**src/logic/flash_defs.vh**
```
// Constants for the erase and deep power-down command sequencer.
// Assumes a 250 MHz core clock and a host that drives the serial clock.
// How it works
// [RULE_01] Host erases 32KB block with 52H plus three address bytes, any inner address.
// [RULE_02] Host erases 64KB block with D8H plus three address bytes, any inner address.
// [RULE_03] Write-enable must set the latch first; erase only runs while it is set.
// [RULE_04] Chip select rises right after the last address bit, else no block erase.
// [RULE_05] Valid block erase starts a timed cycle; busy flag 1 during, 0 after.
// [RULE_06] Write enable latch is cleared during every timed erase cycle.
// [RULE_07] Block erase refused when the target block is protected.
// [RULE_08] Chip erase is 60H or C7H alone, chip select rising after eighth bit.
// [RULE_09] Valid chip erase runs a timed array erase with busy flag held high.
// [RULE_10] Chip erase only with low protect bits all 0/CMP 0 or all 1/CMP 1.
// [RULE_11] Deep sleep request is B9H alone, chip select rising after eighth bit.
// [RULE_12] After a valid sleep request, wait the entry delay before sleeping.
// [RULE_13] Asleep, only wake, enable reset and reset are heard; each wakes. Code: enable reset only arms the reset and does not wake.
// [RULE_14] Sleep request during a running cycle is rejected; cycle goes on.
// [RULE_15] Plain deselect with no cycle gives standby, never deep sleep.
// [RULE_16] Power-up always lands in standby.
// [RULE_17] Wake command can also shift the identifier out on the serial output.
// [RULE_18] After wake, no command is accepted until the wake delay passes. Code: enable reset still arms the reset during the delay.
// [RULE_19] Erase and sleep entry durations are parameters for simulation.
`ifndef FLASH_DEFS_VH
`define FLASH_DEFS_VH

// ****************************************************************
// Opcodes
// ****************************************************************
`define OP_WRITE_ENABLE   8'h06
`define OP_WRITE_DISABLE  8'h04
`define OP_READ_STATUS    8'h05
`define OP_ERASE_32K      8'h52
`define OP_ERASE_64K      8'hD8
`define OP_CHIP_ERASE_A   8'h60
`define OP_CHIP_ERASE_B   8'hC7
`define OP_DEEP_SLEEP     8'hB9
`define OP_WAKE_ID        8'hAB
`define OP_RESET_ENABLE   8'h66
`define OP_RESET          8'h99

// ****************************************************************
// Frame lengths in serial clocks
// ****************************************************************
`define BITS_OPCODE       6'h08
`define BITS_ADDRESSED    6'h20
`define BITS_SATURATE     6'h3F

// ****************************************************************
// Array geometry and protection
// ****************************************************************
`define BLK64_LSB         16
`define BLK32_LSB         15
`define BLK_COUNT         5'h10
`define PROT_ALL_CODE     3'h5
`define PROT_LOW_ALL1     3'h7

// ****************************************************************
// Timing, core clock in MHz and durations in microseconds
// ****************************************************************
`define MCLK_MHZ          250
`define BLOCK_ERASE_US    150000
`define ARRAY_ERASE_US    2000000
`define SLEEP_ENTRY_US    3
`define WAKE_DELAY_US     3

// ****************************************************************
// Sequencer states
// ****************************************************************
`define ST_IDLE           3'h0
`define ST_BUSY           3'h1
`define ST_SLEEP_ENTRY    3'h2
`define ST_SLEEP          3'h3
`define ST_WAKING         3'h4

// ****************************************************************
// Erase kinds and identity
// ****************************************************************
`define KIND_32K          2'h1
`define KIND_64K          2'h2
`define KIND_CHIP         2'h3
`define DEVICE_ID_DEF     8'h5A

`endif

```
**src/logic/pin_sync.v**
```verilog
// Two-stage synchroniser for one pin, with edge detection after it.
// Assumes the pin toggles no faster than a few core clocks.
`timescale 1ns/1ns
module pin_sync (
    // Clock and reset
    input  wire clk_i,
    input  wire rst_n_i,
    // Pin and result
    input  wire pin_i,
    output wire level_o,
    output wire rise_o,
    output wire fall_o
);
    reg meta_q;
    reg sync_q;
    reg prev_q;

    always @(posedge clk_i or negedge rst_n_i) begin
        if (!rst_n_i) begin
            meta_q <= 1'b0;
            sync_q <= 1'b0;
            prev_q <= 1'b0;
        end else begin
            meta_q <= pin_i;
            sync_q <= meta_q;
            prev_q <= sync_q;
        end
    end

    // Edges are taken only after the second stage
    assign level_o = sync_q;
    assign rise_o  = sync_q & ~prev_q;
    assign fall_o  = ~sync_q & prev_q;
endmodule // pin_sync

```
**src/logic/flash_erase_sleep.v**
```verilog
// Erase and deep power-down command sequencer behind the serial pins.
// Assumes the serial clock and chip select come straight from the host pins.
`timescale 1ns/1ns
`include "flash_defs.vh"
module flash_erase_sleep #(
    parameter [31:0] BLOCK_ERASE_CYC = `BLOCK_ERASE_US * `MCLK_MHZ, // [RULE_19]
    parameter [31:0] ARRAY_ERASE_CYC = `ARRAY_ERASE_US * `MCLK_MHZ,
    parameter [31:0] SLEEP_ENTRY_CYC = `SLEEP_ENTRY_US * `MCLK_MHZ,
    parameter [31:0] WAKE_DELAY_CYC  = `WAKE_DELAY_US * `MCLK_MHZ,
    parameter [7:0]  DEVICE_ID       = `DEVICE_ID_DEF // Arbitrary value
) (
    // Clock and reset
    input  wire        mclk_i,
    input  wire        rstn_i,
    // Serial link pins
    input  wire        sclk_i,
    input  wire        cs_n_i,
    input  wire        si_i,
    output reg         so_o,
    output reg         so_en_o,
    // Protection settings
    input  wire [4:0]  protect_bits_i,
    input  wire        protect_complement_i,
    // Status
    output reg         write_in_progress_o,
    output reg         write_enable_latch_o,
    output reg         deep_sleep_o,
    output reg  [23:0] erase_addr_o,
    output reg  [1:0]  erase_kind_o
);
    // ****************************************************************
    // Reset release and pin synchronisers
    // ****************************************************************
    reg rst_meta_q;
    reg rst_n_q;

    always @(posedge mclk_i or negedge rstn_i) begin
        if (!rstn_i) begin
            rst_meta_q <= 1'b0;
            rst_n_q    <= 1'b0;
        end else begin
            rst_meta_q <= 1'b1;
            rst_n_q    <= rst_meta_q;
        end
    end

    wire sclk_rise;
    wire sclk_fall;
    wire cs_rise;
    wire cs_fall;
    wire si;

    pin_sync u_sclk (
        .clk_i   (mclk_i),
        .rst_n_i (rst_n_q),
        .pin_i   (sclk_i),
        .level_o (),
        .rise_o  (sclk_rise),
        .fall_o  (sclk_fall)
    );

    pin_sync u_cs (
        .clk_i   (mclk_i),
        .rst_n_i (rst_n_q),
        .pin_i   (~cs_n_i),
        .level_o (),
        .rise_o  (cs_fall),
        .fall_o  (cs_rise)
    );

    pin_sync u_si (
        .clk_i   (mclk_i),
        .rst_n_i (rst_n_q),
        .pin_i   (si_i),
        .level_o (si),
        .rise_o  (),
        .fall_o  ()
    );

    // ****************************************************************
    // Protection decode
    // ****************************************************************
    // Simple top/bottom scheme in 64KB blocks; 32KB blocks inherit their parent
    function blk_protected;
        input [3:0] blk;
        input [4:0] bp;
        input       cmp;
        reg   [4:0] span;
        reg         hit;
        begin
            span = 5'h00;
            hit  = 1'b0;
            if (bp[2:0] >= `PROT_ALL_CODE)
                span = `BLK_COUNT;
            else if (bp[2:0] != 3'h0)
                span = 5'h01 << (bp[2:0] - 3'h1);
            if (bp[3])
                hit = ({1'b0, blk} < span);
            else
                hit = ({1'b0, blk} >= (`BLK_COUNT - span));
            blk_protected = hit ^ cmp;
        end
    endfunction

    wire chip_ok = ((protect_bits_i[2:0] == 3'h0) && !protect_complement_i) ||
                   ((protect_bits_i[2:0] == `PROT_LOW_ALL1) && protect_complement_i); // [RULE_10]

    // ****************************************************************
    // Serial shift-in
    // ****************************************************************
    reg        sel_q;
    reg [5:0]  bits_q;
    reg [23:0] sh_q;
    reg [7:0]  op_q;
    reg [23:0] addr_q;
    reg        out_status_q;
    reg        out_id_q;
    reg [2:0]  oidx_q;
    reg [2:0]  st_q;
    reg        wel_q;
    reg        rst_armed_q;
    reg [31:0] tmr_q;

    wire [23:0] sh_next = {sh_q[22:0], si};
    wire [7:0]  status  = {1'b0, protect_bits_i, wel_q, (st_q == `ST_BUSY)};
    wire [7:0]  out_byte = out_status_q ? status : DEVICE_ID;
    wire        asleep  = (st_q == `ST_SLEEP) || (st_q == `ST_SLEEP_ENTRY);

    always @(posedge mclk_i or negedge rst_n_q) begin
        if (!rst_n_q) begin
            sel_q        <= 1'b0;
            bits_q       <= 6'h00;
            sh_q         <= 24'h000000;
            op_q         <= 8'h00;
            addr_q       <= 24'h000000;
            out_status_q <= 1'b0;
            out_id_q     <= 1'b0;
            oidx_q       <= 3'h0;
            so_o         <= 1'b0;
            so_en_o      <= 1'b0;
        end else begin
            if (cs_fall) begin
                sel_q        <= 1'b1;
                bits_q       <= 6'h00;
                out_status_q <= 1'b0;
                out_id_q     <= 1'b0;
                oidx_q       <= 3'h0;
            end else if (cs_rise) begin
                sel_q        <= 1'b0;
                out_status_q <= 1'b0;
                out_id_q     <= 1'b0;
                so_en_o      <= 1'b0;
            end else if (sel_q && sclk_rise) begin
                sh_q <= sh_next;
                if (bits_q != `BITS_SATURATE)
                    bits_q <= bits_q + 6'h01;
                if (bits_q == `BITS_OPCODE - 6'h01) begin
                    op_q <= sh_next[7:0];
                    // Status reads stay live in every state except sleep entry, deep sleep and the wake delay
                    if (sh_next[7:0] == `OP_READ_STATUS && !asleep && st_q != `ST_WAKING)
                        out_status_q <= 1'b1;
                end
                if (bits_q == `BITS_ADDRESSED - 6'h01) begin
                    addr_q <= sh_next;
                    if (op_q == `OP_WAKE_ID && st_q != `ST_BUSY && st_q != `ST_WAKING)
                        out_id_q <= 1'b1; // [RULE_17]
                end
            end else if (sel_q && sclk_fall && (out_status_q || out_id_q)) begin
                so_o    <= out_byte[~oidx_q];
                so_en_o <= 1'b1;
                oidx_q  <= oidx_q + 3'h1;
            end
        end
    end

    // ****************************************************************
    // Command execution and self-timed cycles
    // ****************************************************************
    wire one_byte  = (bits_q == `BITS_OPCODE);
    wire addressed = (bits_q == `BITS_ADDRESSED);
    wire blk_op    = (op_q == `OP_ERASE_32K) || (op_q == `OP_ERASE_64K);
    wire chip_op   = (op_q == `OP_CHIP_ERASE_A) || (op_q == `OP_CHIP_ERASE_B);
    wire blk_prot  = blk_protected(addr_q[19:`BLK64_LSB], protect_bits_i, protect_complement_i);
    wire frame_end = cs_rise && sel_q && (bits_q >= `BITS_OPCODE);

    always @(posedge mclk_i or negedge rst_n_q) begin
        if (!rst_n_q) begin
            st_q                 <= `ST_IDLE; // [RULE_16]
            wel_q                <= 1'b0;
            rst_armed_q          <= 1'b0;
            tmr_q                <= 32'h00000000;
            write_in_progress_o  <= 1'b0;
            write_enable_latch_o <= 1'b0;
            deep_sleep_o         <= 1'b0;
            erase_addr_o         <= 24'h000000;
            erase_kind_o         <= 2'h0;
        end else begin
            if (frame_end)
                rst_armed_q <= one_byte && (op_q == `OP_RESET_ENABLE);
            case (st_q)
                `ST_IDLE: begin
                    // Deselect alone leaves the sequencer idle
                    if (frame_end) begin // [RULE_15]
                        if (one_byte && op_q == `OP_WRITE_ENABLE)
                            wel_q <= 1'b1;
                        else if (one_byte && op_q == `OP_WRITE_DISABLE)
                            wel_q <= 1'b0;
                        else if (one_byte && op_q == `OP_RESET && rst_armed_q)
                            wel_q <= 1'b0;
                        else if (one_byte && op_q == `OP_DEEP_SLEEP) begin // [RULE_11]
                            st_q  <= `ST_SLEEP_ENTRY; // [RULE_12]
                            tmr_q <= SLEEP_ENTRY_CYC - 32'h1;
                        end else if (one_byte && chip_op && wel_q && chip_ok) begin // [RULE_08] [RULE_03] [RULE_10]
                            st_q         <= `ST_BUSY; // [RULE_09]
                            tmr_q        <= ARRAY_ERASE_CYC - 32'h1;
                            wel_q        <= 1'b0; // [RULE_06]
                            erase_addr_o <= 24'h000000;
                            erase_kind_o <= `KIND_CHIP;
                        end else if (addressed && blk_op && wel_q && !blk_prot) begin // [RULE_04] [RULE_03] [RULE_07]
                            st_q         <= `ST_BUSY; // [RULE_05]
                            tmr_q        <= BLOCK_ERASE_CYC - 32'h1;
                            wel_q        <= 1'b0; // [RULE_06]
                            if (op_q == `OP_ERASE_32K) begin
                                // Any inner address picks the enclosing block
                                erase_addr_o <= {addr_q[23:`BLK32_LSB], 15'h0000}; // [RULE_01]
                                erase_kind_o <= `KIND_32K;
                            end else begin
                                erase_addr_o <= {addr_q[23:`BLK64_LSB], 16'h0000}; // [RULE_02]
                                erase_kind_o <= `KIND_64K;
                            end
                        end
                    end
                end
                `ST_BUSY: begin
                    // Sleep and every other command except status read and reset enable, which still arms, are ignored until done
                    if (tmr_q == 32'h0) // [RULE_14]
                        st_q <= `ST_IDLE;
                    else
                        tmr_q <= tmr_q - 32'h1;
                end
                `ST_SLEEP_ENTRY, `ST_SLEEP: begin
                    if (st_q == `ST_SLEEP_ENTRY && tmr_q == 32'h0)
                        st_q <= `ST_SLEEP;
                    else if (st_q == `ST_SLEEP_ENTRY)
                        tmr_q <= tmr_q - 32'h1;
                    if (frame_end && op_q == `OP_WAKE_ID) begin // [RULE_13]
                        st_q  <= `ST_WAKING; // [RULE_18]
                        tmr_q <= WAKE_DELAY_CYC - 32'h1;
                    end else if (frame_end && one_byte && op_q == `OP_RESET && rst_armed_q) begin
                        st_q  <= `ST_IDLE; // [RULE_13]
                        wel_q <= 1'b0;
                    end
                end
                `ST_WAKING: begin
                    // Commands other than reset enable, which still arms, are dropped inside the wake delay
                    if (tmr_q == 32'h0) // [RULE_18]
                        st_q <= `ST_IDLE;
                    else
                        tmr_q <= tmr_q - 32'h1;
                end
                default: begin
                    st_q <= `ST_IDLE;
                end
            endcase
            write_in_progress_o  <= (st_q == `ST_BUSY); // [RULE_05]
            write_enable_latch_o <= wel_q;
            deep_sleep_o         <= (st_q == `ST_SLEEP);
        end
    end
endmodule // flash_erase_sleep

```
**config.mk**
```make
export PLATFORM = sky130hd
export DESIGN_NAME = flash_erase_sleep
export DESIGN_NICKNAME = d
export VERILOG_FILES = /design/src/logic/pin_sync.v /design/src/logic/flash_erase_sleep.v
export VERILOG_INCLUDE_DIRS = /design/src /design/src/logic
export SDC_FILE = /design/constraint.sdc
export NUM_CORES = 1
export LEC_CHECK = 0
export BUFFER_PORTS_ARGS = -buffer_cell sky130_fd_sc_hd__buf_2
export CORE_MARGIN = 4
export CORE_UTILIZATION = 55
export CTS_BUF_LIST = sky130_fd_sc_hd__clkbuf_4 sky130_fd_sc_hd__clkbuf_8
export DETAILED_ROUTE_END_ITERATION = 12
export HOLD_SLACK_MARGIN = 0.02
export PLACE_DENSITY = 0.73
export SLEW_MARGIN = 15
export SYNTH_ARGS = -nofsm -noshare
export SYNTH_HDL_FRONTEND = slang
export SYNTH_HIERARCHICAL = 1
export SYNTH_SLANG_ARGS = --single-unit
```
**constraint.sdc**
```tcl
create_clock -name mclk_i -period 11.2 [get_ports mclk_i]
set_clock_uncertainty 0.1 [all_clocks]
set_input_delay 2.8 -clock mclk_i [delete_from_list [all_inputs] [get_ports mclk_i]]
set_output_delay 2.8 -clock mclk_i [all_outputs]
set_load 0.005 [all_outputs]
```
---- Word level (Yosys, flattened, before mapping) ----
Cells that the tools add are included.
storage, ports and cells
  bits in registers ....................... 145
  bits of input ports ..................... 11
  output and inout port bits .............. 31
  word-level logic and storage cells ...... 235
operators by class
  $add $sub $neg .......................... 5
  magnitude comparators ................... 5
  equal/unequal tests ..................... 40
  shift-type cells ........................ 1
  muxes and demuxes ....................... 69
  bitwise logic cells ..................... 18
  reductions and logical operators ........ 68
operator list
  operator                                             number
  two-way mux 32 bit                                   11
  case mux 32 bit (3 select lines)                     1
  two-way mux 24 bit                                   2
  two-way mux 3 bit                                    15
  == test 8 bit (second input constant)                5
  logical NOT 32 bit                                   1
  subtractor 32 x 1 -> 32 bit (second input constant)  1
  logical AND 1 bit                                    28
  two-way mux 1 bit                                    26
  == test 8 x 3 -> 1 bit (second input constant)       3
  == test 8 x 7 -> 1 bit (second input constant)       3
  two-way mux 6 bit                                    4
  nonzero test 3 bit                                   7
  inequality test 2 bit (second input constant)        9
  AND reduction 3 bit                                  6
  two-way mux 16 bit                                   1
  AND reduction 7 bit                                  2
  nonzero test 2 bit                                   7
  inequality test 6 bit (second input constant)        2
  NOT 1 bit                                            12
  AND reduction 4 bit                                  3
  two-way mux 5 bit                                    2
  inequality test 3 bit (second input constant)        3
  case mux 3 bit (3 select lines)                      1
  34 further kinds                                     51

---- Longest topological paths before layout ----
  word-level depth ........................ 18
  gate-level depth with buffers ........... 14

---- Hierarchy ----
The synthesis kept the hierarchy.
by module, submodules not included
  module             instances  cells an instance  area an instance (um^2)  seq. area each (um^2)
  flash_erase_sleep  1          651                6,288.5                  2,677.6
  pin_sync           3          5                  90.1                     75.1

---- Worst setup path before layout ----
Ideal clock, no wire load.
  path kind ............................... input port to flip-flop
  start ................................... input port protect_bits_i[2]
  end ..................................... register tmr_q[21]
  setup time .............................. 0.129 ns
  arrival ................................. 5.685 ns
  path slack .............................. 5.286 ns
  stages on the path ...................... 13
  path buffers ............................ 3
  path through ............................ clkbuf_1 > or3_1 > ha_1 > inv_1 > ha_1 > a2111oi_0 > a2111oi_0 > or4b_1 > and4_1 > buf_6 > buf_8 > nor4_2 > o22ai_1
on the way
  word-level cells in the longest chain between the ends .. 12
ends and longest elaborated chain
  element                          RTL line                 text
  from (decl)                      flash_erase_sleep.v:22   input wire [4:0] protect_bits_i,
  subtractor 3 x 1 -> 3 bit        flash_erase_sleep.v:96   span = 5'h01 << (bp[2:0] - 3'h1);
  << shifter 1 x 3 -> 5 bit        flash_erase_sleep.v:96
  two-way mux 5 bit                flash_erase_sleep.v:95   else if (bp[2:0] != 3'h0)
  two-way mux 5 bit                flash_erase_sleep.v:93   if (bp[2:0] >= `PROT_ALL_CODE)
  subtractor 5 bit (no line)       n/a
  >= comparator 4 x 5 -> 1 bit     flash_erase_sleep.v:100  hit = ({1'b0, blk} >= (`BLK_COUNT - span));
  two-way mux 1 bit                flash_erase_sleep.v:97   if (bp[3])
  bitwise XOR 1 bit                flash_erase_sleep.v:101  blk_protected = hit ^ cmp;
  logical NOT 1 bit                flash_erase_sleep.v:219  end else if (addressed && blk_op && wel_q && !blk_prot) begin
  logical AND 1 bit                flash_erase_sleep.v:219
  inequality test 4 bit (no line)  n/a
  AND reduction 9 bit (no line)    n/a
  to (signal assigned)             flash_erase_sleep.v:215  tmr_q <= ARRAY_ERASE_CYC - 32'h1;
  to (signal assigned)             flash_erase_sleep.v:221  tmr_q <= BLOCK_ERASE_CYC - 32'h1;
  to (signal assigned)             flash_erase_sleep.v:239  tmr_q <= tmr_q - 32'h1;
  to (decl)                        flash_erase_sleep.v:122  reg [31:0] tmr_q;
Several ways; a longest one is shown, not always the timed one. The select of a mux whose other input is x is not followed.
A chain may end at the register's enable or synchronous reset.

---- Final worst setup path ----
  start ................................... input port protect_bits_i[2]
  end ..................................... register tmr_q[18]
Same word-level chain as after synthesis.

==> summary.txt <==
Global routing
  • Antenna violations before repair: 0
  • Met2 Resource Use GR: between 30% and 40%
  • First-pass GRT wire length: ~25000 um
  • Vias in the first global route: 5014
  • Grt met1 use: 30.90%
  • Remaining global-route overflow: 0
  • Largest net degree at the start of global routing: between 60 and 70
  • Met3 Use GR: ~5.4%
  • Layer with the highest usage: met2
  • GRT Total Usage: between 20% and 30%

Route
  • DR WL/cell: between 15 and 20 um
  • First-pass iteration count of the detailed router: 5
  • DRC Markers: 0
  • Routed WL: 14900 um
  • Via density per instance: ~6.3
  • Final ANT Viol Nets: 0
  • First-iteration detailed-routing DRC count: 360
  • Via count: 5251

Power
  • P_leak: around 0.0031 uW
  • Comb power frac: 4.4%
  • Switching Share: 22.05%
  • Cell Pwr Density: 132.1 nW/um^2
  • Peak supply drop: roughly 96 uV
  • Cell internal pwr: between 700 and 800 uW
  • Share of power burned in registers: between 40% and 50%
  • Net load switching power: roughly 200 uW
  • Clock network fraction of design power: a little under half

STA
  • Setup TNS: 0 ns
  • RSZ-0062 raised after global routing: false
  • Final setup viols: 0
  • Min cycle time layout: about 6 ns
  • PnR worst setup slack: approximately 5.2 ns
  • Worst Tran Pin Value: around 1.1 ns
  • Fin. max-slew vios: 0
  • Tcrit/Tclk final: between 50 and 60%
  • Fmax: 165.8 MHz
  • Max transition margin: between 20% and 30%
  • Fin. Hold Viols: 0

Finish
  • Syn-to-layout area delta: 7.889%
  • Fin util: approximately 61%
  • Fin area: ~7000 um^2
  • Non-filler instance count after layout: 831
  • Most frequent cells in the layout: dfrtp_1 (114), nor2_1 (55), nand2_1 (53)
  • FILL cells: 960
  • Share of layout cells above drive strength 1: 19.04%
  • Diodes inserted: 0
  • Most common cell after layout, fill and taps aside: dfrtp_1
  • Nets: 699

Logic synthesis
  • Syn Area/Cell: 9.832 um^2
  • Ys Warns: 6
  • Post-Syn Area: 6519 um^2
  • Cells after synthesis: ~660

Worst setup path
  • Crit path DAT: about 6.2 ns
  • Crit Path Class: input port to register
  • CP Max Fanout: 19
  • CP max stage cell: or4b_1
  • Worst Setup End Kind: register
  • CP cell instances: buf_2, or3_1, ha_1, xnor2_1, ha_1, a2111oi_0, a2111oi_0, or4b_1, and4_1, nor4_1, o22ai_1
  • Worst path max stage delay: 0.56 ns
  • Worst Path Required: ~11 ns
  • CP Launch Type: input port

Floorplanning
  • Core Footprint: about 12000 um^2
  • Die H: approximately 120 um
  • Initial core utilization: between 50 and 60%
  • Die area: between 10000 and 15000 um^2
  • I/O pin count: 42
  • Core Rows: 39
  • DIE WIDTH: about 120 um

Placed design
  • Pre-CTS setup slack: about 4.8 ns
  • Global placer's final weighted congestion: a little under 0.9
  • Placed insts: 800
  • Dpl hpwl: around 10000 um
  • I/O Buffers: 26
  • Placed instance area: ~6600 um^2

CTS
  • Cts repair resizes: 0
  • Clk_lat worst skew: 0.44 ns
  • CTS Buffer Depth: 2
  • Post-CTS setup buffers: 0
  • CTS tree: built
  • CTS Buf Count: 17
  • Root Buffer: clkbuf_8
  • H-tree depth: 4
  • CTS Sinks: between 100 and 150
  • Hold buffers post-CTS: 0
  • CTS clk-pin slew, worst paths: about 0.07 ns

Run status
  • Outcome: completed

Hold path
  • Worst hold path class: register to register

Run
  • Max Cap Viol: 0
## worst max-delay path, delay by kind of cell
family	cells	cell delay (ns)
and+or+nand+nor	4	1.82
AOI/OAI and AO/OA	3	0.82
adders and majority gates	2	0.46
buffers and inverters	1	0.15
xor gates and xnor gates	1	0.15
## metal layers
metal,vias up,share of wire (%)
met5,-,0
met4,0,2.7
met3,40,6.8
met2,222,47
met1,2558,43
li1,2431,-
## state kept, by name, summed over array words and instances (netlist names), 2 cells and up
signal / flops
bits_q: 6
erase_kind_o: 2
sh_q: 23
oidx_q: 3
addr_q: 9
tmr_q: 32
op_q: 8
st_q: 3
erase_addr_o: 9
## final cells by class
class	instances	area [um^2]	area share (%)
clock inverters	10	181.4	2.580
flip-flops and latches	115	2882	40.97
multi-input cells	483	3248	46.18
clock buffers	21	270.3	3.843
inverters	28	105.1	1.494
repair buffers	31	167.7	2.384
well taps	143	178.9	2.544
## power by group through the flow
stage               registers [uW]  logic, uW  clock network (uW)
floorplan                      450       32.3                   0
global placement               452       39.1                   0
detailed placement             454       40.6                   0
CTS                            446       41.1                 449
global route                   448       46.7                 467
finish                         446       40.7                 443
## worst paths after layout
kind,from,to,slack (ns),depth (start not counted)
worst max register to register,bits_q[0]$_DFFE_PN0P_,tmr_q[23]$_DFFE_PN0P_,7.58,9
worst min-delay path,u_si/meta_q$_DFF_PN0_,u_si/level_o$_DFF_PN0_,0.25,0
min in group asynchronous,rst_n_q$_DFF_PN0_,tmr_q[3]$_DFFE_PN0P_,0.33,0
worst min register to register,u_si/meta_q$_DFF_PN0_,u_si/level_o$_DFF_PN0_,0.25,0
worst max-delay path,protect_bits_i[2],tmr_q[18]$_DFFE_PN0P_,5.17,11
max in group asynchronous,rstn_i,rst_n_q$_DFF_PN0_,8.86,1
## metrics by stage
step           total power, uW  hold WS, ns
2_1_floorplan            482.4       0.2312
3_3_place_gp             491.4       0.2374
3_5_place_dp             494.4       0.2347
4_1_cts                  936.8       0.2487
5_1_grt                  961.8       0.2547
6_report                 929.4       0.2482
(Power assumes the default switching activity.)
